## src/cpsc_regs.vh

```
// Constants for the processor power-state sequencer
// Summary of operation
// - Stop request enters low power, Stop Grant
// - Management interrupt edge in full-on enters management mode
// - Cache select high 2.5V, low 3.3V
// - Four-bit core voltage code output
// - Full-on is the default state
// - Halt instruction issues Halt special cycle
// - Halt exits on init, irq, nmi, reset, mgmt
// - Drain bus cycles before Stop Grant cycle
// - Stop exit on release, resume boundary
// - Latch interrupts while stopped, service later
// - Reset while stopped returns to full-on
// - Probe state answers probes like full-on
// - After probe return to prior state
// - Attach request enters Probe state (code: from Halt and Stop Grant only, ignored in full-on, drain and sleep)
// - Halted: stop request toggles Stop Grant/Halt
`ifndef CPSC_REGS_VH
`define CPSC_REGS_VH
`define CPSC_ST_FULL_ON 3'h0
`define CPSC_ST_HALT 3'h1
`define CPSC_ST_DRAIN 3'h2
`define CPSC_ST_STOP_GRANT 3'h3
`define CPSC_ST_SLEEP 3'h4
`define CPSC_ST_PROBE 3'h5
`define CPSC_CYC_NONE 2'h0
`define CPSC_CYC_HALT 2'h1
`define CPSC_CYC_STOP_GRANT 2'h2
`define CPSC_IRQ_INIT 0
`define CPSC_IRQ_MASK 1
`define CPSC_IRQ_NMI 2
`define CPSC_IRQ_MGMT 3
`define CPSC_IRQ_W 4
`define CPSC_CORE_VID_DEFAULT 4'h5
`define CPSC_CACHE_SEL_DEFAULT 1'h1
`endif

```

## src/cpsc_power_seq.v

```verilog
// Power-state sequencer: full-on, halt, stop grant, sleep and probe
`timescale 1ns/100ps
`include "cpsc_regs.vh"

// Three-flop synchroniser; output follows once stages two and three agree
module cpsc_sync #(
  parameter IDLE = 1'b0
) (
  // Clock and reset
  input wire clk_sys,
  input wire rst_n,
  // Pin in, settled level out
  input wire pin,
  output reg level
);
  reg [2:0] stage;

  // Resets to the idle level so no false request follows reset
  always @(posedge clk_sys or negedge rst_n) begin
    if (!rst_n) begin
      stage <= {3{IDLE}};
      level <= IDLE;
    end else begin
      stage <= {stage[1:0], pin};
      if (stage[1] == stage[2]) begin
        level <= stage[2];
      end
    end
  end
endmodule

module cpsc_power_seq #(
  parameter [3:0] CORE_VID = `CPSC_CORE_VID_DEFAULT,
  parameter CACHE_SEL_25V = `CPSC_CACHE_SEL_DEFAULT
) (
  // Clock and reset
  input wire clk_sys,
  input wire rst_n,
  // Pins from the system, active low, asynchronous
  input wire clock_stop_request_n,
  input wire mgmt_interrupt_n,
  input wire soft_init_n,
  input wire reset_pin_n,
  // Pins from the system, active high, asynchronous
  input wire maskable_irq,
  input wire nmi_irq,
  input wire attach_request,
  input wire sleep_select,
  // Core side, same clock
  input wire halt_instruction,
  input wire irq_enabled,
  input wire bus_busy,
  input wire probe_done,
  input wire irq_taken,
  // Special cycle request to the bus unit
  output reg [1:0] special_cycle,
  output reg special_cycle_valid,
  // State and interrupt reporting
  output reg [2:0] power_state,
  output reg core_run,
  output reg pll_run,
  output reg probe_enable,
  output reg mgmt_mode_enter,
  output reg reset_start,
  output reg [3:0] pending_irq,
  // Supply selection
  output reg cache_supply_select,
  output reg [3:0] core_voltage_code
);
  wire stop_level_n;
  wire mgmt_level_n;
  wire init_level_n;
  wire rst_level_n;
  wire stop_req;
  wire mgmt_req;
  wire init_req;
  wire rst_req;
  wire irq_req;
  wire nmi_req;
  wire att_req;
  wire slp_req;
  reg [2:0] state;
  reg [2:0] next_state;
  reg [2:0] return_state;
  reg [2:0] probe_return;
  reg [3:0] latch_irq;
  reg [3:0] next_latch_irq;
  reg [1:0] next_special_cycle;
  reg next_special_valid;
  reg mgmt_prev;
  wire stopped;
  wire [3:0] irq_now;

  // Active-low pins idle high
  cpsc_sync #(.IDLE(1'b1)) u_sync_stop (
    .clk_sys(clk_sys),
    .rst_n(rst_n),
    .pin(clock_stop_request_n),
    .level(stop_level_n)
  );
  cpsc_sync #(.IDLE(1'b1)) u_sync_mgmt (
    .clk_sys(clk_sys),
    .rst_n(rst_n),
    .pin(mgmt_interrupt_n),
    .level(mgmt_level_n)
  );
  cpsc_sync #(.IDLE(1'b1)) u_sync_init (
    .clk_sys(clk_sys),
    .rst_n(rst_n),
    .pin(soft_init_n),
    .level(init_level_n)
  );
  cpsc_sync #(.IDLE(1'b1)) u_sync_rst (
    .clk_sys(clk_sys),
    .rst_n(rst_n),
    .pin(reset_pin_n),
    .level(rst_level_n)
  );
  // Active-high pins idle low
  cpsc_sync #(.IDLE(1'b0)) u_sync_irq (
    .clk_sys(clk_sys),
    .rst_n(rst_n),
    .pin(maskable_irq),
    .level(irq_req)
  );
  cpsc_sync #(.IDLE(1'b0)) u_sync_nmi (
    .clk_sys(clk_sys),
    .rst_n(rst_n),
    .pin(nmi_irq),
    .level(nmi_req)
  );
  cpsc_sync #(.IDLE(1'b0)) u_sync_att (
    .clk_sys(clk_sys),
    .rst_n(rst_n),
    .pin(attach_request),
    .level(att_req)
  );
  cpsc_sync #(.IDLE(1'b0)) u_sync_slp (
    .clk_sys(clk_sys),
    .rst_n(rst_n),
    .pin(sleep_select),
    .level(slp_req)
  );

  assign stop_req = ~stop_level_n;
  assign mgmt_req = ~mgmt_level_n;
  assign init_req = ~init_level_n;
  assign rst_req = ~rst_level_n;

  assign stopped = (state == `CPSC_ST_STOP_GRANT) || (state == `CPSC_ST_SLEEP);
  assign irq_now = {mgmt_req, nmi_req, irq_req & irq_enabled, init_req};

  // Next power state
  always @* begin
    next_state = state;
    case (state)
      `CPSC_ST_FULL_ON: begin
        if (rst_req) begin
          next_state = `CPSC_ST_FULL_ON;
        end else if (stop_req) begin
          next_state = `CPSC_ST_DRAIN;
        end else if (halt_instruction) begin
          next_state = `CPSC_ST_HALT;
        end
      end
      `CPSC_ST_HALT: begin
        if (rst_req || init_req || nmi_req || mgmt_req || (irq_req && irq_enabled)) begin
          next_state = `CPSC_ST_FULL_ON;
        end else if (att_req) begin
          next_state = `CPSC_ST_PROBE;
        end else if (stop_req) begin
          next_state = `CPSC_ST_DRAIN;
        end
      end
      `CPSC_ST_DRAIN: begin
        if (!stop_req) begin
          next_state = return_state;
        end else if (!bus_busy) begin
          next_state = slp_req ? `CPSC_ST_SLEEP : `CPSC_ST_STOP_GRANT;
        end
      end
      `CPSC_ST_STOP_GRANT: begin
        if (rst_req) begin
          next_state = `CPSC_ST_FULL_ON;
        end else if (!stop_req) begin
          next_state = return_state;
        end else if (att_req) begin
          next_state = `CPSC_ST_PROBE;
        end
      end
      `CPSC_ST_SLEEP: begin
        if (rst_req) begin
          next_state = `CPSC_ST_FULL_ON;
        end else if (!stop_req) begin
          next_state = `CPSC_ST_FULL_ON;
        end
      end
      `CPSC_ST_PROBE: begin
        // Own resume point, so the stop grant exit target survives a probe
        if (probe_done && !att_req) begin
          next_state = probe_return;
        end
      end
      default: begin
        next_state = `CPSC_ST_FULL_ON;
      end
    endcase
  end

  // Latched interrupts: cleared when taken in full-on, collected only while stopped or probing
  always @* begin
    next_latch_irq = latch_irq;
    if (irq_taken && (state == `CPSC_ST_FULL_ON)) begin
      next_latch_irq = 4'h0;
    end
    // A probe out of halt leaves interrupts to end the halt directly
    if (stopped || (state == `CPSC_ST_PROBE && probe_return != `CPSC_ST_HALT)) begin
      next_latch_irq = next_latch_irq | irq_now;
    end
  end

  // Power state, latched interrupts and the two resume points
  always @(posedge clk_sys or negedge rst_n) begin
    if (!rst_n) begin
      state <= `CPSC_ST_FULL_ON;
      return_state <= `CPSC_ST_FULL_ON;
      probe_return <= `CPSC_ST_FULL_ON;
      latch_irq <= 4'h0;
      mgmt_prev <= 1'b0;
    end else begin
      state <= next_state;
      latch_irq <= next_latch_irq;
      mgmt_prev <= mgmt_req;
      if (state == `CPSC_ST_FULL_ON && next_state == `CPSC_ST_DRAIN) begin
        return_state <= `CPSC_ST_FULL_ON;
      end else if (state == `CPSC_ST_HALT && next_state != `CPSC_ST_HALT) begin
        return_state <= `CPSC_ST_HALT;
      end
      if (next_state == `CPSC_ST_PROBE && state != `CPSC_ST_PROBE) begin
        probe_return <= state;
      end
    end
  end

  // Special cycle to request on this edge
  always @* begin
    next_special_cycle = `CPSC_CYC_NONE;
    next_special_valid = 1'b0;
    if (state == `CPSC_ST_FULL_ON && next_state == `CPSC_ST_HALT) begin
      next_special_cycle = `CPSC_CYC_HALT;
      next_special_valid = 1'b1;
    end else if (state == `CPSC_ST_DRAIN && (next_state == `CPSC_ST_STOP_GRANT
        || next_state == `CPSC_ST_SLEEP)) begin
      next_special_cycle = `CPSC_CYC_STOP_GRANT;
      next_special_valid = 1'b1;
    end
  end

  // One-cycle special cycle request to the bus unit
  always @(posedge clk_sys or negedge rst_n) begin
    if (!rst_n) begin
      special_cycle <= `CPSC_CYC_NONE;
      special_cycle_valid <= 1'b0;
    end else begin
      special_cycle <= next_special_cycle;
      special_cycle_valid <= next_special_valid;
    end
  end

  // State and interrupt reporting
  always @(posedge clk_sys or negedge rst_n) begin
    if (!rst_n) begin
      power_state <= `CPSC_ST_FULL_ON;
      core_run <= 1'b1;
      pll_run <= 1'b1;
      probe_enable <= 1'b1;
      mgmt_mode_enter <= 1'b0;
      reset_start <= 1'b0;
      pending_irq <= 4'h0;
    end else begin
      power_state <= next_state;
      core_run <= (next_state == `CPSC_ST_FULL_ON) || (next_state == `CPSC_ST_DRAIN);
      pll_run <= (next_state != `CPSC_ST_SLEEP);
      probe_enable <= (next_state != `CPSC_ST_SLEEP);
      mgmt_mode_enter <= mgmt_req && !mgmt_prev && (state == `CPSC_ST_FULL_ON);
      reset_start <= rst_req && (state != `CPSC_ST_FULL_ON || !reset_start);
      pending_irq <= (next_state == `CPSC_ST_FULL_ON) ? next_latch_irq : 4'h0;
    end
  end

  // Supply selection codes, constant once out of reset
  always @(posedge clk_sys or negedge rst_n) begin
    if (!rst_n) begin
      cache_supply_select <= 1'b0;
      core_voltage_code <= 4'h0;
    end else begin
      cache_supply_select <= CACHE_SEL_25V;
      core_voltage_code <= CORE_VID;
    end
  end
endmodule

```

## config.mk

```make
export PLATFORM = sky130hd
export DESIGN_NAME = cpsc_power_seq
export DESIGN_NICKNAME = d
export VERILOG_FILES = /design/src/cpsc_power_seq.v
export VERILOG_INCLUDE_DIRS = /design/src
export SDC_FILE = /design/constraint.sdc
export NUM_CORES = 1
export LEC_CHECK = 0
export ABC_AREA = 1
export BUFFER_PORTS_ARGS = -buffer_cell sky130_fd_sc_hd__clkbuf_2
export CORE_MARGIN = 5
export CORE_UTILIZATION = 40
export CTS_CLUSTER_DIAMETER = 120
export CTS_CLUSTER_SIZE = 40
export DETAILED_ROUTE_END_ITERATION = 10
export SETUP_SLACK_MARGIN = 0.15
export SKIP_LAST_GASP = 1
export SYNTH_ARGS = -nofsm -noshare
export SYNTH_HDL_FRONTEND = slang
export SYNTH_SLANG_ARGS = --single-unit
```

## constraint.sdc

```tcl
create_clock -name clk_sys -period 1.57 [get_ports clk_sys]
set_input_delay 0.0785 -clock clk_sys [delete_from_list [all_inputs] [get_ports clk_sys]]
set_output_delay 0.0785 -clock clk_sys [all_outputs]
set_load 0.005 [all_outputs]
```

==> metrics, run 1 <==
outcome complete, but fails checks; failing checks negative setup slack; Final Hold Violating Endpoints 0; final WL roughly 4400 um; Peak VDD IR 0.581 mV; Design Area, Final 2910 um^2; Mapped Area 2140 um^2; Setup violations, final 2; top_reg_cell synth dfrtp_1; WP data arrival 1.78 ns; pwr/cell area 1370 nW/um^2; final worst slack -0.00896 ns; Max-cap violations 0; crit share post-route 1.01; post-synthesis compound-gate area fraction 0.0386; area of the multi-input gates 678 um^2; 1st-iter DRT viols 103; crit path kind reg2reg; Total Die Area about 6900 um^2; Yosys reg bits 56; EDFF count, synth 0; Avg Inst Size Synth 10.7 um^2; crit path capture type flip-flop; root buffer cell clkbuf_8; FILL cells 471; top area cells in the synthesized netlist dfrtp_1 (44%), dfstp_2 (22%), nand2_1 (5.8%); hold slack ~0.09 ns; routed len/inst between 10 and 15 um; Reg2Reg Setup Slack -0.009 ns; fin util 0.565; antenna viol nets, final 0; dpl cell area 2530 um^2; CP Cell Sequence inv_4 > nand3_1 > nor2_1 > nor2_1 > nand3_2 > nor2_4 > o21ai_0 > nand3_1 > nand2_1; Synth top area share 0.445; Crit-path slowest cell dfstp_2; startpoint types flip-flop; RSZ-0062 raised after global routing yes; CP max stage delay 0.64 ns; clock latency on the worst-skew pair 0.30 ns; post-synthesis simple-gate area fraction 0.184; first-pass GRT wire length 7750 um; number of global-route vias before repair 1613; clk sinks between 50 and 60; Pins Over Slew Limit 0; sequential area share after synthesis 0.666; Setup Skew 0.00634 ns; CTS tree built; xor/xnor share of the synthesized area 0; Worst EP required 1.77 ns; P_leak 1.42 nW; CTS buffer count 5; HPWL after DPL roughly 3100 um; Vias per Instance 4.64; Die Span X between 80 and 90 um; H-tree Lvls 2; Std-Cell Core Area 5140 um^2; adder and majority cell fraction of the synthesized area 0.0374; DRC errors left 0; vias between 1500 and 2000; I/O Buffers 32; Die H 83.1 um; Congestion Overflow GR 0; largest family of logic cells by synthesized area simple AND/OR/NAND/NOR gates; CTS Buffer Depth 2; largest net degree at the start of global routing 35; Synth Instances approximately 200; Starting Density 0.416; post-synthesis mux area share 0; min cycle time layout 1.58 ns; Cell variety after synth 24; Placement Setup Slack -0.0620 ns; # rows 26; Min-Delay Path Class in2reg; clock-pin slew on the worst setup and hold paths 0.09 ns; most common cell in the synthesized netlist dfrtp_1; GRT Resource Usage Total 0.138; synthesis warning total 0; layout cell share with drive strength beyond 1 0.487; asr flop ratio synth 1.00; Net count, final 287; gpl congestion 0.879; cell taking the most area after synthesis dfrtp_1; register area approximately 1400 um^2; io pins 35; most instantiated cells after synthesis dfrtp_1 (38), nand2_1 (33), inv_1 (22); Pre-antenna DRT Iters 5; Max Freq approximately 630 MHz; crit path max fanout 6; initial antenna violation count 0; area delta synth->final 35.9%; biggest regs latch_irq x4, pending_irq x4; diode count 0
-- metal layers --
metal  GRT usage  wire length [um]  vias up
li1            -                 -      768
met4      0.0461                56        0
met2       0.235              2310       36
met1       0.175              1860      780
met5           0                 0        -
met3      0.0277               195        6
-- stage by stage --
| step | std cells | power (mW) | setup TNS [ns] |
|---|---|---|---|
| finish | 343 | 3.98 | -0.0111 |
| global route | 343 | 4.25 | -0.986 |
| global placement | 315 | 2.93 | -0.482 |
| detailed placement | 315 | 2.91 | -0.308 |
| floorplan | 200 | 2.43 | 0 |
| CTS | 339 | 3.92 | 0 |
-- cells in the final DEF, fill, tap and decap left out, types with 2 or more instances in the layout --
cell / count
a21oi_1: 3
buf_12: 2
buf_4: 27
buf_6: 2
clkbuf_2: 32
clkbuf_8: 5
conb_1: 3
dfrtp_1: 36
dfrtp_2: 2
dfstp_2: 18
dlygate4sd3_1: 9
inv_1: 19
inv_2: 6
inv_4: 2
maj3_1: 8
nand2_1: 26
nand2_2: 7
nand3_1: 11
nand3_2: 8
nor2_1: 13
nor2_2: 6
nor2_4: 6
nor3_1: 2
o21ai_0: 2
o21ai_1: 4
o21ai_2: 3
-- worst max-delay path, delay by kind of cell, from the launching register on --
| family | cells | cell delay [ns] |
|---|---|---|
| simple gates | 7 | 0.65 |
| flops | 1 | 0.64 |
| compound gates | 1 | 0.12 |
| buf+inv | 1 | 0.08 |
-- what timing repair did --
item                                    in CTS  in global routing
endpoints found under the setup margin      14                 18
hold buffers                                 9                  0
buffers inserted                             7                  4
pin swaps                                   15                  8
hold endpoints to repair                    47                  0
gates resized for setup                     30                  7
-- kinds of logic (layout without fill, tap and decap cells) --
logic type,after synthesis,count (layout)
AO/OA/AOI/OAI,15,15
flip-flops,56,56
adder cells (fa/ha/maj),8,8
buffers and inverters,34,107
other,2,3
AND/OR/NAND/NOR,84,84
-- area by class of cell --
cell class,instances,share of cell area
Multi-Input combinational cell,110,0.233
Inverter,27,0.0366
Clock buffer,5,0.0237
Tap cell,70,0.0301
Timing Repair Buffer,72,0.177
Sequential cell,56,0.491
Clock inverter,3,0.00775
-- where the power goes --
group	internal [mW]	leakage (nW)	switching [mW]	total, mW
clock network	0.321	0.0485	0.464	0.785
registers	1.69	0.658	0.178	1.87
logic	0.628	0.716	0.693	1.32
-- worst paths after layout --
| check | cells past startpoint | from | to |
|---|---|---|---|
| max | 9 | u_sync_stop.level | special_cycle_valid |
| min | 3 | halt_instruction | special_cycle[0] |
| max reg2reg | 9 | u_sync_stop.level | special_cycle_valid |
| min reg2reg | 0 | u_sync_irq.stage[0] | u_sync_irq.stage[1] |
| max in group asynchronous | 3 | rst_n | u_sync_stop.stage[0] |
| min in group asynchronous | 2 | rst_n | special_cycle[1] |
Power figures use the tool's default switching activity.
==> run 2, diff against run 1 <==
--- a/config.mk
+++ b/config.mk
@@ -14,6 +14,7 @@
 export CTS_CLUSTER_SIZE = 40
 export DETAILED_ROUTE_END_ITERATION = 10
 export SETUP_SLACK_MARGIN = 0.15
+export SKIP_CTS_REPAIR_TIMING = 1
 export SKIP_LAST_GASP = 1
 export SYNTH_ARGS = -nofsm -noshare
 export SYNTH_HDL_FRONTEND = slang
==> metrics, run 2 (synthesis results as in run 1) <==
CTS Buffer Depth 2 (unchanged); Total Die Area 6910 um^2 (unchanged); H-tree Lvls 2 (unchanged); hold slack 0.112 ns (+0.0222 ns); crit path capture type flip-flop; DRC errors left 0 (unchanged); FILL cells 477 (+1.3%); clock-pin slew on the worst setup and hold paths 0.10 ns (about the same); pwr/cell area 1380 nW/um^2 (+0.56%); vias 1559 (-1.9%); Min-Delay Path Class in2reg; P_leak 1.39 nW (-2.2%); failing checks negative setup slack; Std-Cell Core Area 5140 um^2 (unchanged); initial antenna violation count 0 (unchanged); Die Span X 83.1 um (unchanged); Max Freq 623 MHz (-1.6%); 1st-iter DRT viols 85 (-17%); gpl congestion 0.879 (unchanged); Tot Pwr 3.94 mW (-0.87%); Vias per Instance 4.61 (-0.50%); first-pass GRT wire length 7420 um (-4.2%); final worst slack -0.0349 ns (-0.0260 ns); number of global-route vias before repair 1544 (-4.3%); Max-cap violations 0 (unchanged); biggest regs latch_irq x4, pending_irq x4; Placement Setup Slack -0.0620 ns (unchanged); Congestion Overflow GR 0 (unchanged); min cycle time layout 1.60 ns (+0.0260 ns); Die H 83.1 um (unchanged); Pre-antenna DRT Iters 4 (-1); Pins Over Slew Limit 0 (unchanged); clock latency on the worst-skew pair 0.30 ns (about the same); most common cell after layout, fill and taps aside dfrtp_1; antenna viol nets, final 0 (unchanged); Setup violations, final 8 (+6); Net count, final 282 (-1.7%); Final Hold Violating Endpoints 0 (unchanged); Peak VDD IR 0.560 mV (-3.7%); final WL 4340 um (-1.8%); area delta synth->final 33.9%; # rows 26 (unchanged); routed len/inst 12.8 um (-0.31%); I/O Buffers 32 (unchanged); crit share post-route 1.02 (+0.0165); WP data arrival 1.85 ns (+0.07 ns); crit path max fanout 8 (+2); Starting Density 0.416 (unchanged); diode count 0 (unchanged); HPWL after DPL 3130 um (unchanged); layout cell share with drive strength beyond 1 0.463 (-0.0245); RSZ-0062 raised after global routing yes; io pins 35 (unchanged); largest net degree at the start of global routing 35 (unchanged); startpoint types flip-flop; GRT Resource Usage Total 0.132 (-0.00609); Design Area, Final 2860 um^2 (-1.4%); outcome complete, but fails checks; Setup Skew 0.00322 ns (-0.00312 ns); dpl cell area 2530 um^2 (unchanged); CTS tree built; Worst EP required 1.81 ns (+0.04 ns); CTS buffer count 5 (unchanged); crit path kind reg2reg; commonest cells after routing, fill and taps aside dfrtp_1 (36), clkbuf_2 (32), nand2_1 (28); root buffer cell clkbuf_8; clk sinks 56 (unchanged)
-- run 2: cell types whose count changed in the layout (fill, tap and decap cells not counted), sizes merged --
cell	previous run	this run
buf	31	26
-- run 2: area by class of cell --
type / count / area [um^2] / area share
tap: 70 / 87.6 / 0.0306
multi-input combinational: 110 / 676 / 0.236
clock inverter: 3 / 22.5 / 0.00786
clock buffer: 5 / 68.8 / 0.0240
inverter: 27 / 109 / 0.0380
sequential: 56 / 1430 / 0.498
timing repair buffer: 67 / 474 / 0.166
-- run 2: path summary, 6_finish.rpt --
kind | from | to | slack (ns) | depth (start not counted)
max | power_state[0] | pending_irq[1] | -0.03 | 9
min | halt_instruction | special_cycle[0] | 0.11 | 3
max reg2reg | power_state[0] | pending_irq[1] | -0.03 | 9
min reg2reg | u_sync_irq.stage[0] | u_sync_irq.stage[1] | 0.36 | 0
max in group asynchronous | rst_n | core_run | 0.85 | 3
min in group asynchronous | rst_n | special_cycle[1] | 0.17 | 2
-- run 2: metrics by stage --
stage,util,instances,setup TNS [ns]
finish,0.557,338,-0.144
global route,0.557,338,-1.50
CTS,0.510,323,-0.542
detailed placement,0.492,315,-0.308
global placement,0.492,315,-0.482
floorplan,-,200,0
-- run 2: where the power goes --
group	internal, mW	leakage (nW)	switching, mW	total, mW
sequential	1.69	0.658	0.188	1.88
combinational	0.583	0.685	0.696	1.28
clock	0.321	0.0485	0.462	0.783
total	2.60	1.39	1.35	3.94
-- run 2: critical path, cell delays in order, from the launching register on --
cell     delay (ns)
dfrtp_2        0.52
o21ai_1        0.19
nor2_2         0.08
nor2_2         0.16
nand2_2        0.09
nor2_4         0.18
nand2_2        0.08
inv_2          0.09
nand2_4        0.07
nor2_1         0.10
-- run 2: per-layer routing --
metal  share of wire  track usage  vias to the layer above
met3           0.042       0.0307                        7
met1            0.43        0.172                      762
met4           0.015       0.0461                        0
li1                -            -                      752
met2            0.51        0.215                       38
met5               0            0                        -
==> run 3, diff against run 2 <==
==> constraint.sdc (replaced) <==
create_clock -name clk_sys -period 1.57 [get_ports clk_sys]
set_input_delay 0.0785 -clock clk_sys [delete_from_list [all_inputs] [get_ports clk_sys]]
set_output_delay 0.0785 -clock clk_sys [all_outputs]
set_load 0.02 [all_outputs]
==> metrics, run 3 (synthesis results as in run 1) <==
Pre-antenna DRT Iters 4 (unchanged); CTS buffer count 5 (unchanged); GRT Max-Usage Layer met2; Crit-path slowest cell dfstp_2; Worst EP required 1.78 ns (-0.03 ns); Total Die Area 6910 um^2 (unchanged); CTS Buffer Depth 2 (unchanged); area delta synth->final 35.4%; CP Cell Sequence inv_4 > o21ai_1 > nand3_2 > nand2_2 > nor2_4 > nor2_4 > nand3_4 > and2_4; H-tree Lvls 2 (unchanged); clock-pin slew on the worst setup and hold paths 0.10 ns (about the same); Vias per Instance 4.48 (-2.9%); dpl cell area 2440 um^2 (-3.7%); initial antenna violation count 0 (unchanged); first-pass GRT wire length 6230 um (-16%); diode count 0 (unchanged); M1 GR Usage 0.139 (-0.0325); P_leak 1.36 nW (-2.1%); CP max stage delay 0.64 ns (+0.12 ns); failing checks negative setup slack; RSZ-0062 raised after global routing yes; Setup violations, final 9 (+1); Std-Cell Core Area 5140 um^2 (unchanged); final WL 4010 um (-7.7%); routed len/inst 12.2 um (-5.2%); antenna viol nets, final 0 (unchanged); Min-Delay Path Class in2reg; gpl congestion 0.926 (+5.3%); # rows 26 (unchanged); Pins Over Slew Limit 0 (unchanged); crit path max fanout 7 (-1); biggest regs latch_irq x4, pending_irq x4; GR Util met2 0.173 (-0.0415); crit path kind reg2reg; root buffer cell clkbuf_8; layout cell share with drive strength beyond 1 0.498 (+0.0354); I/O Buffers 32 (unchanged); Die H 83.1 um (unchanged); HPWL after DPL 2550 um (-19%); most used cell, CP nor2_4; largest net degree at the start of global routing 57 (+63%); min cycle time layout 1.63 ns (+0.0291 ns); RR Startpoint u_sync_stop.level; startpoint types flip-flop; Net count, final 273 (-3.2%); io pins 35 (unchanged); CTS tree built; clk sinks 56 (unchanged); Design Area, Final 2900 um^2 (+1.1%); final worst slack -0.0640 ns (-0.0291 ns); final setup TNS -0.254 ns (-0.111 ns); hold path depth 3 (unchanged); R2R Path End probe_return[2]; WP data arrival 1.84 ns (about the same); Max-cap violations 0 (unchanged); most common cell after layout, fill and taps aside dfrtp_1; GRT Resource Usage Total 0.111 (-0.0206); Starting Density 0.416 (unchanged); crit path capture type flip-flop; Setup Skew 0.00822 ns (+0.00500 ns); Max Freq 612 MHz (-1.8%); 1st-iter DRT viols 102 (+20%); Final Hold Violating Endpoints 0 (unchanged); number of global-route vias before repair 1347 (-13%); Die Span X 83.1 um (unchanged); Reg2Reg Setup Slack -0.06 ns (-0.03 ns); commonest cells after routing, fill and taps aside dfrtp_1 (35), clkbuf_2 (32), nand2_1 (25); clock latency on the worst-skew pair 0.31 ns (about the same); Min-Delay Endpoint latch_irq[1]; Peak VDD IR 0.680 mV (+22%); GR Util met3 0.0376 (+0.00693); Congestion Overflow GR 0 (unchanged); crit share post-route 1.04 (+0.0185); worst reg2reg path depth 8 (-1); Worst Hold Launch irq_enabled; fin util 0.563 (+0.00609); vias 1473 (-5.5%); FILL cells 453 (-5.0%); pwr/cell area 1460 nW/um^2 (+5.9%); outcome complete, but fails checks; DRC errors left 0 (unchanged)
[run 3: cell count changes in the layout (fill, tap and decap cells not counted), sizes merged]
| cell | previous run | this run |
|---|---|---|
| buf | 26 | 17 |
| bufinv | 0 | 1 |
| inv | 28 | 27 |
[run 3: critical path, delay by kind of cell, from the launching register on]
| kind | cells | cell delay [ns] |
|---|---|---|
| DFF | 1 | 0.64 |
| and+or+nand+nor | 6 | 0.63 |
| AOI/OAI and AO/OA | 1 | 0.19 |
| buffers and inverters | 1 | 0.08 |
[run 3: worst max path at each step]
stage                            startpoint              end  cells past startpoint
final                     u_sync_stop.level  probe_return[2]                      8
after global routing      u_sync_stop.level  probe_return[2]                      8
after CTS                  u_sync_rst.level  probe_return[2]                      8
after detailed placement   u_sync_rst.level  probe_return[2]                      8
after global placement     u_sync_rst.level  probe_return[2]                      8
after floorplan              power_state[2]  probe_return[2]                     10
[run 3: power breakdown]
group | switching, mW | total (mW) | leakage, nW | internal, mW
sequential | 0.203 | 1.90 | 0.656 | 1.69
clock | 0.453 | 0.933 | 0.0583 | 0.480
combinational | 0.828 | 1.39 | 0.647 | 0.562
[run 3: final cells by class]
| cell class | instances | area (um^2) | share of cell area |
|---|---|---|---|
| inverters | 27 | 111 | 0.0385 |
| repair buffers | 58 | 405 | 0.140 |
| well taps | 70 | 87.6 | 0.0303 |
| clock inverters | 3 | 47.5 | 0.0164 |
| multi-input cells | 110 | 747 | 0.258 |
| clock buffers | 5 | 68.8 | 0.0238 |
| flip-flops and latches | 56 | 1430 | 0.493 |
[run 3: metrics by stage]
step                      total power, mW  worst slack, ns  hold WS (ns)  std cells
after floorplan                      2.58            0.109        -0.217        200
after global placement               2.91          -0.0327        0.0986        301
after detailed placement             2.91          -0.0505         0.102        301
after CTS                            3.87          -0.0665        -0.242        309
after global routing                 4.49           -0.130        0.0905        329
final                                4.22          -0.0640        0.0774        329
[run 3: layer usage]
layer | part of all wire | vias up
li1 | - | 735
met1 | 0.42 | 683
met2 | 0.50 | 44
met3 | 0.051 | 11
met4 | 0.030 | 0
met5 | 0 | -
